<file path="config.mk">
export PLATFORM = sky130hd
export DESIGN_NAME = power_sense_reset_sequencer
export DESIGN_NICKNAME = d
export VERILOG_FILES = /design/src/rtl/pwr_seq_pkg.sv /design/src/rtl/input_sync.sv /design/src/rtl/power_sense_reset_sequencer.sv
export SDC_FILE = /design/constraint.sdc
export NUM_CORES = 1
export LEC_CHECK = 0
export BUFFER_PORTS_ARGS = -buffer_cell sky130_fd_sc_hd__buf_2
export CAP_MARGIN = 40
export CORE_AREA = 2 2 114 116
export CTS_BUF_LIST = sky130_fd_sc_hd__clkbuf_8
export CTS_CLUSTER_DIAMETER = 120
export DETAILED_ROUTE_END_ITERATION = 8
export DIE_AREA = 0 0 116 118
export PLACE_DENSITY = 0.66
export SLEW_MARGIN = 20
export SYNTH_ARGS = -nofsm -noshare
export SYNTH_HDL_FRONTEND = slang
export SYNTH_SLANG_ARGS = --single-unit
</file>
<file path="constraint.sdc">
create_clock -name clk -period 2.4 [get_ports clk]
set_clock_uncertainty 0.1 [all_clocks]
set_input_delay 0.24 -clock clk [delete_from_list [all_inputs] [get_ports clk]]
set_output_delay 0.24 -clock clk [all_outputs]
set_load 0.02 [all_outputs]
</file>
<file path="src/rtl/pwr_seq_pkg.sv">
// Purpose: Shared constants and types for the power sense reset sequencer
// Assumes: 100 MHz clk, synchronous active-high reset
// Notes:   Times kept in their own units, cycle counts derived here
package pwr_seq_pkg;

  localparam int unsigned CLK_MHZ         = 100;
  localparam int unsigned ASSERT_DELAY_NS = 5000;
  localparam int unsigned ASSERT_DELAY_CY = (ASSERT_DELAY_NS * CLK_MHZ) / 1000;
  localparam int unsigned MIN_ACTIVE_US   = 2000;
  localparam int unsigned MIN_ACTIVE_CY   = MIN_ACTIVE_US * CLK_MHZ;
  localparam int unsigned QUAL_TIME_NS    = 1000;
  localparam int unsigned QUAL_TIME_CY    = (QUAL_TIME_NS * CLK_MHZ + 999) / 1000;
  localparam int unsigned CNT_W           = 24;
  localparam int unsigned SYNC_STAGES     = 2;

  typedef enum logic [2:0] {
    ST_POWER_OFF,
    ST_WAIT_FW,
    ST_RUN,
    ST_DELAY,
    ST_PARK,
    ST_HOLD
  } seq_state_t;

  // Firmware side request and answer group
  typedef struct packed {
    logic release_general;
    logic release_controller;
    logic internal_reset;
    logic ctrl_reset_on_loss;
    logic park_done;
  } fw_ctrl_t;

  typedef struct packed {
    logic park_req;
    logic running;
    logic pg_qualified;
  } seq_status_t;

endpackage : pwr_seq_pkg

</file>
<file path="src/rtl/input_sync.sv">
// Purpose: Two-stage synchroniser for one asynchronous level
// Assumes: Input may change at any time
// Notes:   First stage feeds only the second stage
`timescale 1ns/1ps
module input_sync (
  input  wire logic clk,
  input  wire logic reset,
  input  wire logic async_in,
  output logic      sync_out
);
  import pwr_seq_pkg::*;

  typedef struct packed {
    logic [SYNC_STAGES-1:0] stage;
  } sync_state_t;

  sync_state_t state;
  sync_state_t next_state;

  always_comb begin
    next_state       = state;
    next_state.stage = {state.stage[SYNC_STAGES-2:0], async_in};
  end

  always_ff @(posedge clk) begin
    if (reset) begin
      state <= '0;
    end else begin
      state <= next_state;
    end
  end

  assign sync_out = state.stage[SYNC_STAGES-1];

endmodule : input_sync

</file>
<file path="src/rtl/power_sense_reset_sequencer.sv">
// Purpose: Drive general and controller reset outputs from power sense inputs
// Assumes: power_on_sense and power_good_in come from an external monitor
// Notes:   Firmware release and park handshake are plain ports
`timescale 1ns/1ps
module power_sense_reset_sequencer #(
  parameter int unsigned MIN_HOLD_CY = pwr_seq_pkg::MIN_ACTIVE_CY
) (
  input  wire logic                   clk,
  input  wire logic                   reset,
  input  wire logic                   power_on_sense,
  input  wire logic                   power_good_in,
  input  wire pwr_seq_pkg::fw_ctrl_t  fw_ctrl,
  output logic                        general_reset_out_n,
  output logic                        controller_reset_out_n,
  output pwr_seq_pkg::seq_status_t    status
);
  import pwr_seq_pkg::*;

  // ************************************************
  // Input synchronisers
  // ************************************************
  logic pos_sync;
  logic pg_sync;

  input_sync u_sync_pos (
    .clk      (clk),
    .reset    (reset),
    .async_in (power_on_sense),
    .sync_out (pos_sync)
  );

  input_sync u_sync_pg (
    .clk      (clk),
    .reset    (reset),
    .async_in (power_good_in),
    .sync_out (pg_sync)
  );

  // ************************************************
  // State
  // ************************************************
  typedef struct packed {
    seq_state_t       st;
    logic [CNT_W-1:0] qual_cnt;
    logic             pg_ok;
    logic [CNT_W-1:0] delay_cnt;
    logic [CNT_W-1:0] gen_cnt;
    logic [CNT_W-1:0] ctl_cnt;
    logic             gen_n;
    logic             ctl_n;
    logic             ctl_on_loss;
    logic             park_req;
    logic             running;
  } seq_regs_t;

  seq_regs_t r;
  seq_regs_t next_r;

  localparam logic [CNT_W-1:0] QUAL_LAST  = CNT_W'(QUAL_TIME_CY - 1);
  localparam logic [CNT_W-1:0] DELAY_LAST = CNT_W'(ASSERT_DELAY_CY - 1);
  // Hold length is a parameter so a bench can shorten it
  localparam logic [CNT_W-1:0] MIN_LAST   = CNT_W'(MIN_HOLD_CY - 1);

  logic gen_min_done;
  logic ctl_min_done;

  always_comb begin
    next_r = r;
    gen_min_done = (r.gen_cnt >= MIN_LAST);
    ctl_min_done = (r.ctl_cnt >= MIN_LAST);

    // Qualification counter restarts on any low sample
    if (!pg_sync) begin
      next_r.qual_cnt = '0;
      next_r.pg_ok    = 1'b0;
    end else if (!r.pg_ok) begin
      if (r.qual_cnt == QUAL_LAST) begin
        next_r.pg_ok = 1'b1;
      end else begin
        next_r.qual_cnt = r.qual_cnt + 1'b1;
      end
    end

    // Minimum active time counters run while each output is low
    if (!r.gen_n && !gen_min_done) begin
      next_r.gen_cnt = r.gen_cnt + 1'b1;
    end
    if (!r.ctl_n && !ctl_min_done) begin
      next_r.ctl_cnt = r.ctl_cnt + 1'b1;
    end

    unique case (r.st)
      ST_POWER_OFF: begin
        next_r.gen_n = 1'b0;
        next_r.ctl_n = 1'b0;
        if (pos_sync) begin
          next_r.st = ST_WAIT_FW;
        end
      end
      ST_WAIT_FW: begin
        // Firmware may release each output once its hold time is met
        if (fw_ctrl.release_general && gen_min_done && r.pg_ok) begin
          next_r.gen_n = 1'b1;
        end
        if (fw_ctrl.release_controller && ctl_min_done && r.pg_ok) begin
          next_r.ctl_n = 1'b1;
        end
        if (r.gen_n && r.ctl_n && r.pg_ok) begin
          next_r.st = ST_RUN;
        end
        if (fw_ctrl.internal_reset) begin
          next_r.st          = ST_DELAY;
          next_r.delay_cnt   = '0;
          next_r.ctl_on_loss = fw_ctrl.ctrl_reset_on_loss;
        end
      end
      ST_RUN: begin
        // Any loss of qualification parks, a short dip as well
        if (!r.pg_ok) begin
          next_r.st        = ST_PARK;
          next_r.park_req  = 1'b1;
          next_r.ctl_on_loss = fw_ctrl.ctrl_reset_on_loss;
        end else if (fw_ctrl.internal_reset) begin
          next_r.st          = ST_DELAY;
          next_r.delay_cnt   = '0;
          next_r.ctl_on_loss = fw_ctrl.ctrl_reset_on_loss;
        end
      end
      ST_PARK: begin
        // Reset waits for the park so mirrors settle before supplies drop
        if (fw_ctrl.park_done) begin
          next_r.park_req  = 1'b0;
          next_r.st        = ST_DELAY;
          next_r.delay_cnt = '0;
        end
      end
      ST_DELAY: begin
        if (r.delay_cnt == DELAY_LAST) begin
          next_r.gen_n   = 1'b0;
          next_r.gen_cnt = '0;
          if (r.ctl_on_loss) begin
            next_r.ctl_n   = 1'b0;
            next_r.ctl_cnt = '0;
          end
          next_r.st = ST_WAIT_FW;
        end else begin
          next_r.delay_cnt = r.delay_cnt + 1'b1;
        end
      end
      ST_HOLD: begin
        next_r.st = ST_WAIT_FW;
      end
      default: begin
        next_r.st = ST_POWER_OFF;
      end
    endcase

    // Power-on sense low overrides everything at once
    if (!pos_sync) begin
      next_r.st       = ST_POWER_OFF;
      next_r.park_req = 1'b0;
      if (r.gen_n) begin
        next_r.gen_cnt = '0;
      end
      if (r.ctl_n) begin
        next_r.ctl_cnt = '0;
      end
      next_r.gen_n = 1'b0;
      next_r.ctl_n = 1'b0;
    end

    // Registered so the running flag leaves a flop
    next_r.running = (next_r.st == ST_RUN);
  end

  always_ff @(posedge clk) begin
    if (reset) begin
      r             <= '0;
      r.st          <= ST_POWER_OFF;
    end else begin
      r <= next_r;
    end
  end

  // ************************************************
  // Outputs
  // ************************************************
  assign general_reset_out_n    = r.gen_n;
  assign controller_reset_out_n = r.ctl_n;
  assign status = '{park_req:     r.park_req,
                    running:      r.running,
                    pg_qualified: r.pg_ok};

  // ************************************************
  // Assertions
  // ************************************************
  a_gen_low_off: assert property (@(posedge clk) disable iff (reset)
    !pos_sync |=> !general_reset_out_n)
    else $error("general reset not low while sense low");

  a_ctl_low_off: assert property (@(posedge clk) disable iff (reset)
    !pos_sync |=> !controller_reset_out_n)
    else $error("controller reset not low while sense low");

  a_gen_fw_rel: assert property (@(posedge clk) disable iff (reset)
    $rose(general_reset_out_n) |-> $past(fw_ctrl.release_general))
    else $error("general reset released without firmware");

  a_ctl_fw_rel: assert property (@(posedge clk) disable iff (reset)
    $rose(controller_reset_out_n) |-> $past(fw_ctrl.release_controller))
    else $error("controller reset released without firmware");

  a_gen_min_hold: assert property (@(posedge clk) disable iff (reset)
    $rose(general_reset_out_n) |-> $past(gen_min_done))
    else $error("general reset shorter than minimum");

  a_ctl_min_hold: assert property (@(posedge clk) disable iff (reset)
    $rose(controller_reset_out_n) |-> $past(ctl_min_done))
    else $error("controller reset shorter than minimum");

  a_loss_delay: assert property (@(posedge clk) disable iff (reset)
    (r.st == ST_DELAY && r.delay_cnt == '0 && pos_sync) ##0 (pos_sync [*8])
    |-> general_reset_out_n == $past(general_reset_out_n, 7))
    else $error("general reset asserted before delay");

  a_park_first: assert property (@(posedge clk) disable iff (reset)
    $fell(general_reset_out_n) && pos_sync |-> !status.park_req)
    else $error("reset asserted while park pending");

  a_run_pg: assert property (@(posedge clk) disable iff (reset)
    status.running |-> $past(r.pg_ok))
    else $error("running without qualified power good");

  a_pg_qual: assert property (@(posedge clk) disable iff (reset)
    $rose(r.pg_ok) |-> $past(pg_sync, 1) && $past(pg_sync, 2))
    else $error("power good qualified too early");

  a_ctl_opt: assert property (@(posedge clk) disable iff (reset)
    (r.st == ST_DELAY && r.delay_cnt == DELAY_LAST && !r.ctl_on_loss && pos_sync
     && controller_reset_out_n) |=> controller_reset_out_n)
    else $error("controller reset asserted without option");

  a_park_on_loss: assert property (@(posedge clk) disable iff (reset)
    status.running && !status.pg_qualified && pos_sync |=> status.park_req)
    else $error("no park request after power good loss");

  a_park_hold: assert property (@(posedge clk) disable iff (reset)
    status.park_req && pos_sync |=> $stable(general_reset_out_n))
    else $error("general reset moved during park");

  a_gen_pg_low: assert property (@(posedge clk) disable iff (reset)
    !status.pg_qualified && !general_reset_out_n |=> !general_reset_out_n)
    else $error("general reset released while power good low");

  a_ctl_pg_low: assert property (@(posedge clk) disable iff (reset)
    !status.pg_qualified && !controller_reset_out_n |=> !controller_reset_out_n)
    else $error("controller reset released while power good low");

  a_gen_rel_pg: assert property (@(posedge clk) disable iff (reset)
    $rose(general_reset_out_n) |-> $past(status.pg_qualified))
    else $error("general reset released before qualification");

  a_pg_drop: assert property (@(posedge clk) disable iff (reset)
    !pg_sync |=> !status.pg_qualified)
    else $error("qualification kept after low sample");

  a_sync_pos: assert property (@(posedge clk) disable iff (reset)
    $changed(pos_sync) && !$past(reset) && !$past(reset, 2)
    |-> pos_sync == $past(power_on_sense, 2))
    else $error("sense sync path not two stages");

  a_sync_pg: assert property (@(posedge clk) disable iff (reset)
    $changed(pg_sync) && !$past(reset) && !$past(reset, 2)
    |-> pg_sync == $past(power_good_in, 2))
    else $error("power good sync path not two stages");

  a_ctl_on_loss: assert property (@(posedge clk) disable iff (reset)
    $fell(general_reset_out_n) && pos_sync && r.ctl_on_loss |-> !controller_reset_out_n)
    else $error("controller reset missed with option set");

  // ************************************************
  // Cover points
  // ************************************************
  c_power_up: cover property (@(posedge clk) disable iff (reset) $rose(status.running));
  c_park_seq: cover property (@(posedge clk) disable iff (reset) $rose(status.park_req));
  c_int_reset: cover property (@(posedge clk) disable iff (reset)
    $fell(general_reset_out_n) && pos_sync);
  c_loss_ctl: cover property (@(posedge clk) disable iff (reset)
    $fell(controller_reset_out_n) && pos_sync);
  c_sense_drop: cover property (@(posedge clk) disable iff (reset) $fell(pos_sync));

endmodule : power_sense_reset_sequencer

</file>
==> impl_metrics.json <==
{
  "finalSetupViolations": 0,
  "track_usage": 0.1656,
  "worst_setup_path_start_kind": "flip-flop",
  "n_fill_cell": 1229,
  "top_usage_layer": "met2",
  "intPower_mw": 2.243,
  "ant_nets": 0,
  "drive_above_1_share": 0.1017,
  "reg2reg_to": "r[33]",
  "crit_chain": "or4_1, o21bai_2, nand2_4, or4_1, a21oi_1",
  "drc_errors": 0,
  "final_cell_mix": "dfxtp_1, a21oi_1, nor2_1",
  "syn_inst": 630,
  "grt_max_degree": 23,
  "dieHeight_um": 118,
  "hold_depth": 2,
  "cts_buffer_depth": 2,
  "syn_area_um2": 5275,
  "finalNetCount": 657,
  "synth_cell_type_count": 53,
  "grt_pass1_vias": 4236,
  "hold_path_class": "in -> reg",
  "stdcell_count": 821,
  "drv_cap": 0,
  "cts_tree": "yes",
  "wl_per_cell_um": 13.61,
  "gp_congestion": 0.8485,
  "die_area_um2": 13690,
  "setup_tns_ns": 0,
  "seq_area_um2": 2182,
  "met3_usage": 0.02626,
  "cp_top_family": "simple AND/OR/NAND/NOR gates",
  "clock_sinks": 109,
  "port_buffers": 13,
  "placement.cell_area_um2": 5562,
  "core_area_um2": 12410,
  "relSlewSlack": 0.6495,
  "synth_nets": 643,
  "outcome": "complete, no violations",
  "p_sw_mw": 0.7262,
  "placed_cells": 802,
  "critPathKind": "reg -> reg",
  "n_antenna_cell": 0,
  "cts-buffers-inserted": 9,
  "firstDrtPassIters": 5,
  "ir_drop_mv": 0.2152,
  "overflow": 0,
  "io_pins": 14,
  "worstSkewPairLatency_ns": 0.38,
  "endpoint_kind": "flip-flop",
  "final_common_cell": "dfxtp_1",
  "combPwrFrac": 0.028,
  "met2_usage": 0.2749,
  "syn_to_final_growth_pct": 9.749,
  "postCtsSetupBuffers": 0,
  "crit_path_frequent_cell": "or4_1",
  "r2r_slack_ns": 0.16,
  "pwr-share-clk": 0.355,
  "min-delay-start": "fw_ctrl[2]",
  "cp_num_cells": 5,
  "path_clk_slew_ns": 0.11,
  "antenna_found_initial": 0,
  "htree_levels": 3,
  "async_reset_ff_frac": 0,
  "p_total_mw": 2.969,
  "crit_slowest_cell": "or4_1",
  "drt_iter0_drc": 328,
  "finalCritPeriodShare": 0.9329,
  "power.share.switching": 0.2445,
  "reg2regPathDepth": 5,
  "final_design_area_no_fill_um2": 5789,
  "use_met1": 0.2174,
  "fmax_ghz": 0.4466,
  "yosysSeqAreaShare": 0.4137,
  "power.leakage_nw": 1.818,
  "wl_um": 11170,
  "p_per_area_nw_per_um2": 512.9,
  "timing.rr.start": "r[43]",
  "slew_violations": 0,
  "cp_max_fo": 22,
  "dr_total_vias": 4679,
  "ys_seq_elements": 109,
  "routed_via_density": 5.699,
  "hold_viol_final": 0,
  "grt_setup_unrepaired": "false",
  "hold_end": "status[1]",
  "worst_slew_pin_slew_ns": 0.5217,
  "critPathBufInv": 0,
  "p_seq_frac": 0.617,
  "multi_input_area_um2": 2883,
  "dieWidth_um": 116,
  "synth_area_per_cell_um2": 8.373,
  "synthFlopType": "dfxtp_1",
  "period_needed_ns": 2.239,
  "yosysWarnings": 0,
  "root_buffer": "clkbuf_8",
  "dp.final_hpwl_um": 8070,
  "grt_first_pass_wirelength_um": 18870,
  "synth_enable_flop_cells": 0,
  "num_rows": 41,
  "cp.arrival_ns": 2.46,
  "max_stage_delay_ns": 0.55,
  "start_util": 0.4249,
  "required_ns": 2.62
}
==> flip-flops by register name (all words and copies together), names as in the netlist <==
| name | count |
|---|---|
| controller_reset_out_n | 1 |
| status | 3 |
| general_reset_out_n | 1 |
| u_sync_pos.state | 2 |
| u_sync_pg.state | 2 |
| r | 100 |
==> how the worst max path moves through the flow <==
stage,to,from,slack [ns]
final,r[33],r[43],0.16
after floorplan,r[39],general_reset_out_n,0.16
after detailed placement,r[43],r[43],0.13
after global routing,r[41],r[43],0.03
after global placement,r[33],r[44],0.21
after CTS,r[45],r[43],0.1
==> routing by layer <==
layer | part of all wire | up-vias
met5 | 0 | -
met4 | 0.015 | 0
met3 | 0.030 | 11
met2 | 0.48 | 83
met1 | 0.48 | 2226
li1 | - | 2359
==> cell families after synthesis <==
kind of cell | synth area share
AO/OA/AOI/OAI | 0.1580
buffers and inverters | 0.04412
multiplexers | 0.007590
XOR/XNOR | 0.04815
AND/OR/NAND/NOR | 0.3190
adder cells (fa/ha/maj) | 0.009488
flip-flops | 0.4137
==> through the flow <==
step	util	hold WS (ns)	setup slack, ns
detailed placement	0.4480	0.3471	0.1326
finish	0.4663	0.04421	0.1609
floorplan	-	0.2185	0.1610
global placement	0.4480	0.3425	0.2056
global route	0.4663	0.03063	0.02875
CTS	0.4650	0.01795	0.09564
==> area by class of cell <==
cell class              count  area share
well taps                 172     0.03717
clock buffers               9     0.02140
flip-flops and latches    109      0.3769
inverters                  18     0.01167
multi-input cells         468      0.4979
clock inverters             7    0.009942
repair buffers             38     0.04495
==> cells in the mapped netlist, types with 4 or more instances <==
cell type	number	area (µm²)
o21ai_0	22	110.1
or4_1	31	232.7
or3_1	20	125.1
inv_1	18	67.56
xnor2_1	13	113.9
o31ai_1	25	187.7
nor2_1	52	195.2
and4_1	5	43.79
xor2_1	16	140.1
nor4_1	18	112.6
and2_1	16	100.1
nor3_1	16	80.08
clkbuf_1	26	97.59
nand2_1	40	150.1
nand2b_1	7	43.79
ha_1	4	50.05
a21oi_1	54	270.3
and3_1	9	56.30
dfxtp_1	109	2182
a21o_1	4	30.03
nand4_1	33	206.5
mux2i_1	4	40.04
nand3_1	27	135.1
buf_4	4	30.03
o211ai_1	6	45.04
nor2b_1	8	50.05
==> power groups by stage <==
stage               sequential, mW  clock (mW)  combinational (mW)
finish                        1.83        1.05              0.0821
detailed placement            1.87           0              0.0793
CTS                           1.83        1.09              0.0833
global route                  1.84        1.16              0.0928
global placement              1.87           0              0.0761
floorplan                     1.87           0              0.0530
==> what timing repair did <==
action                     4_1_cts  5_1_grt
hold endpoints to repair         3        0
hold buffers                     3        0
setup endpoints to repair        0        9
gates resized for setup          0        3
Note: power is estimated with default switching activity, not from simulation.
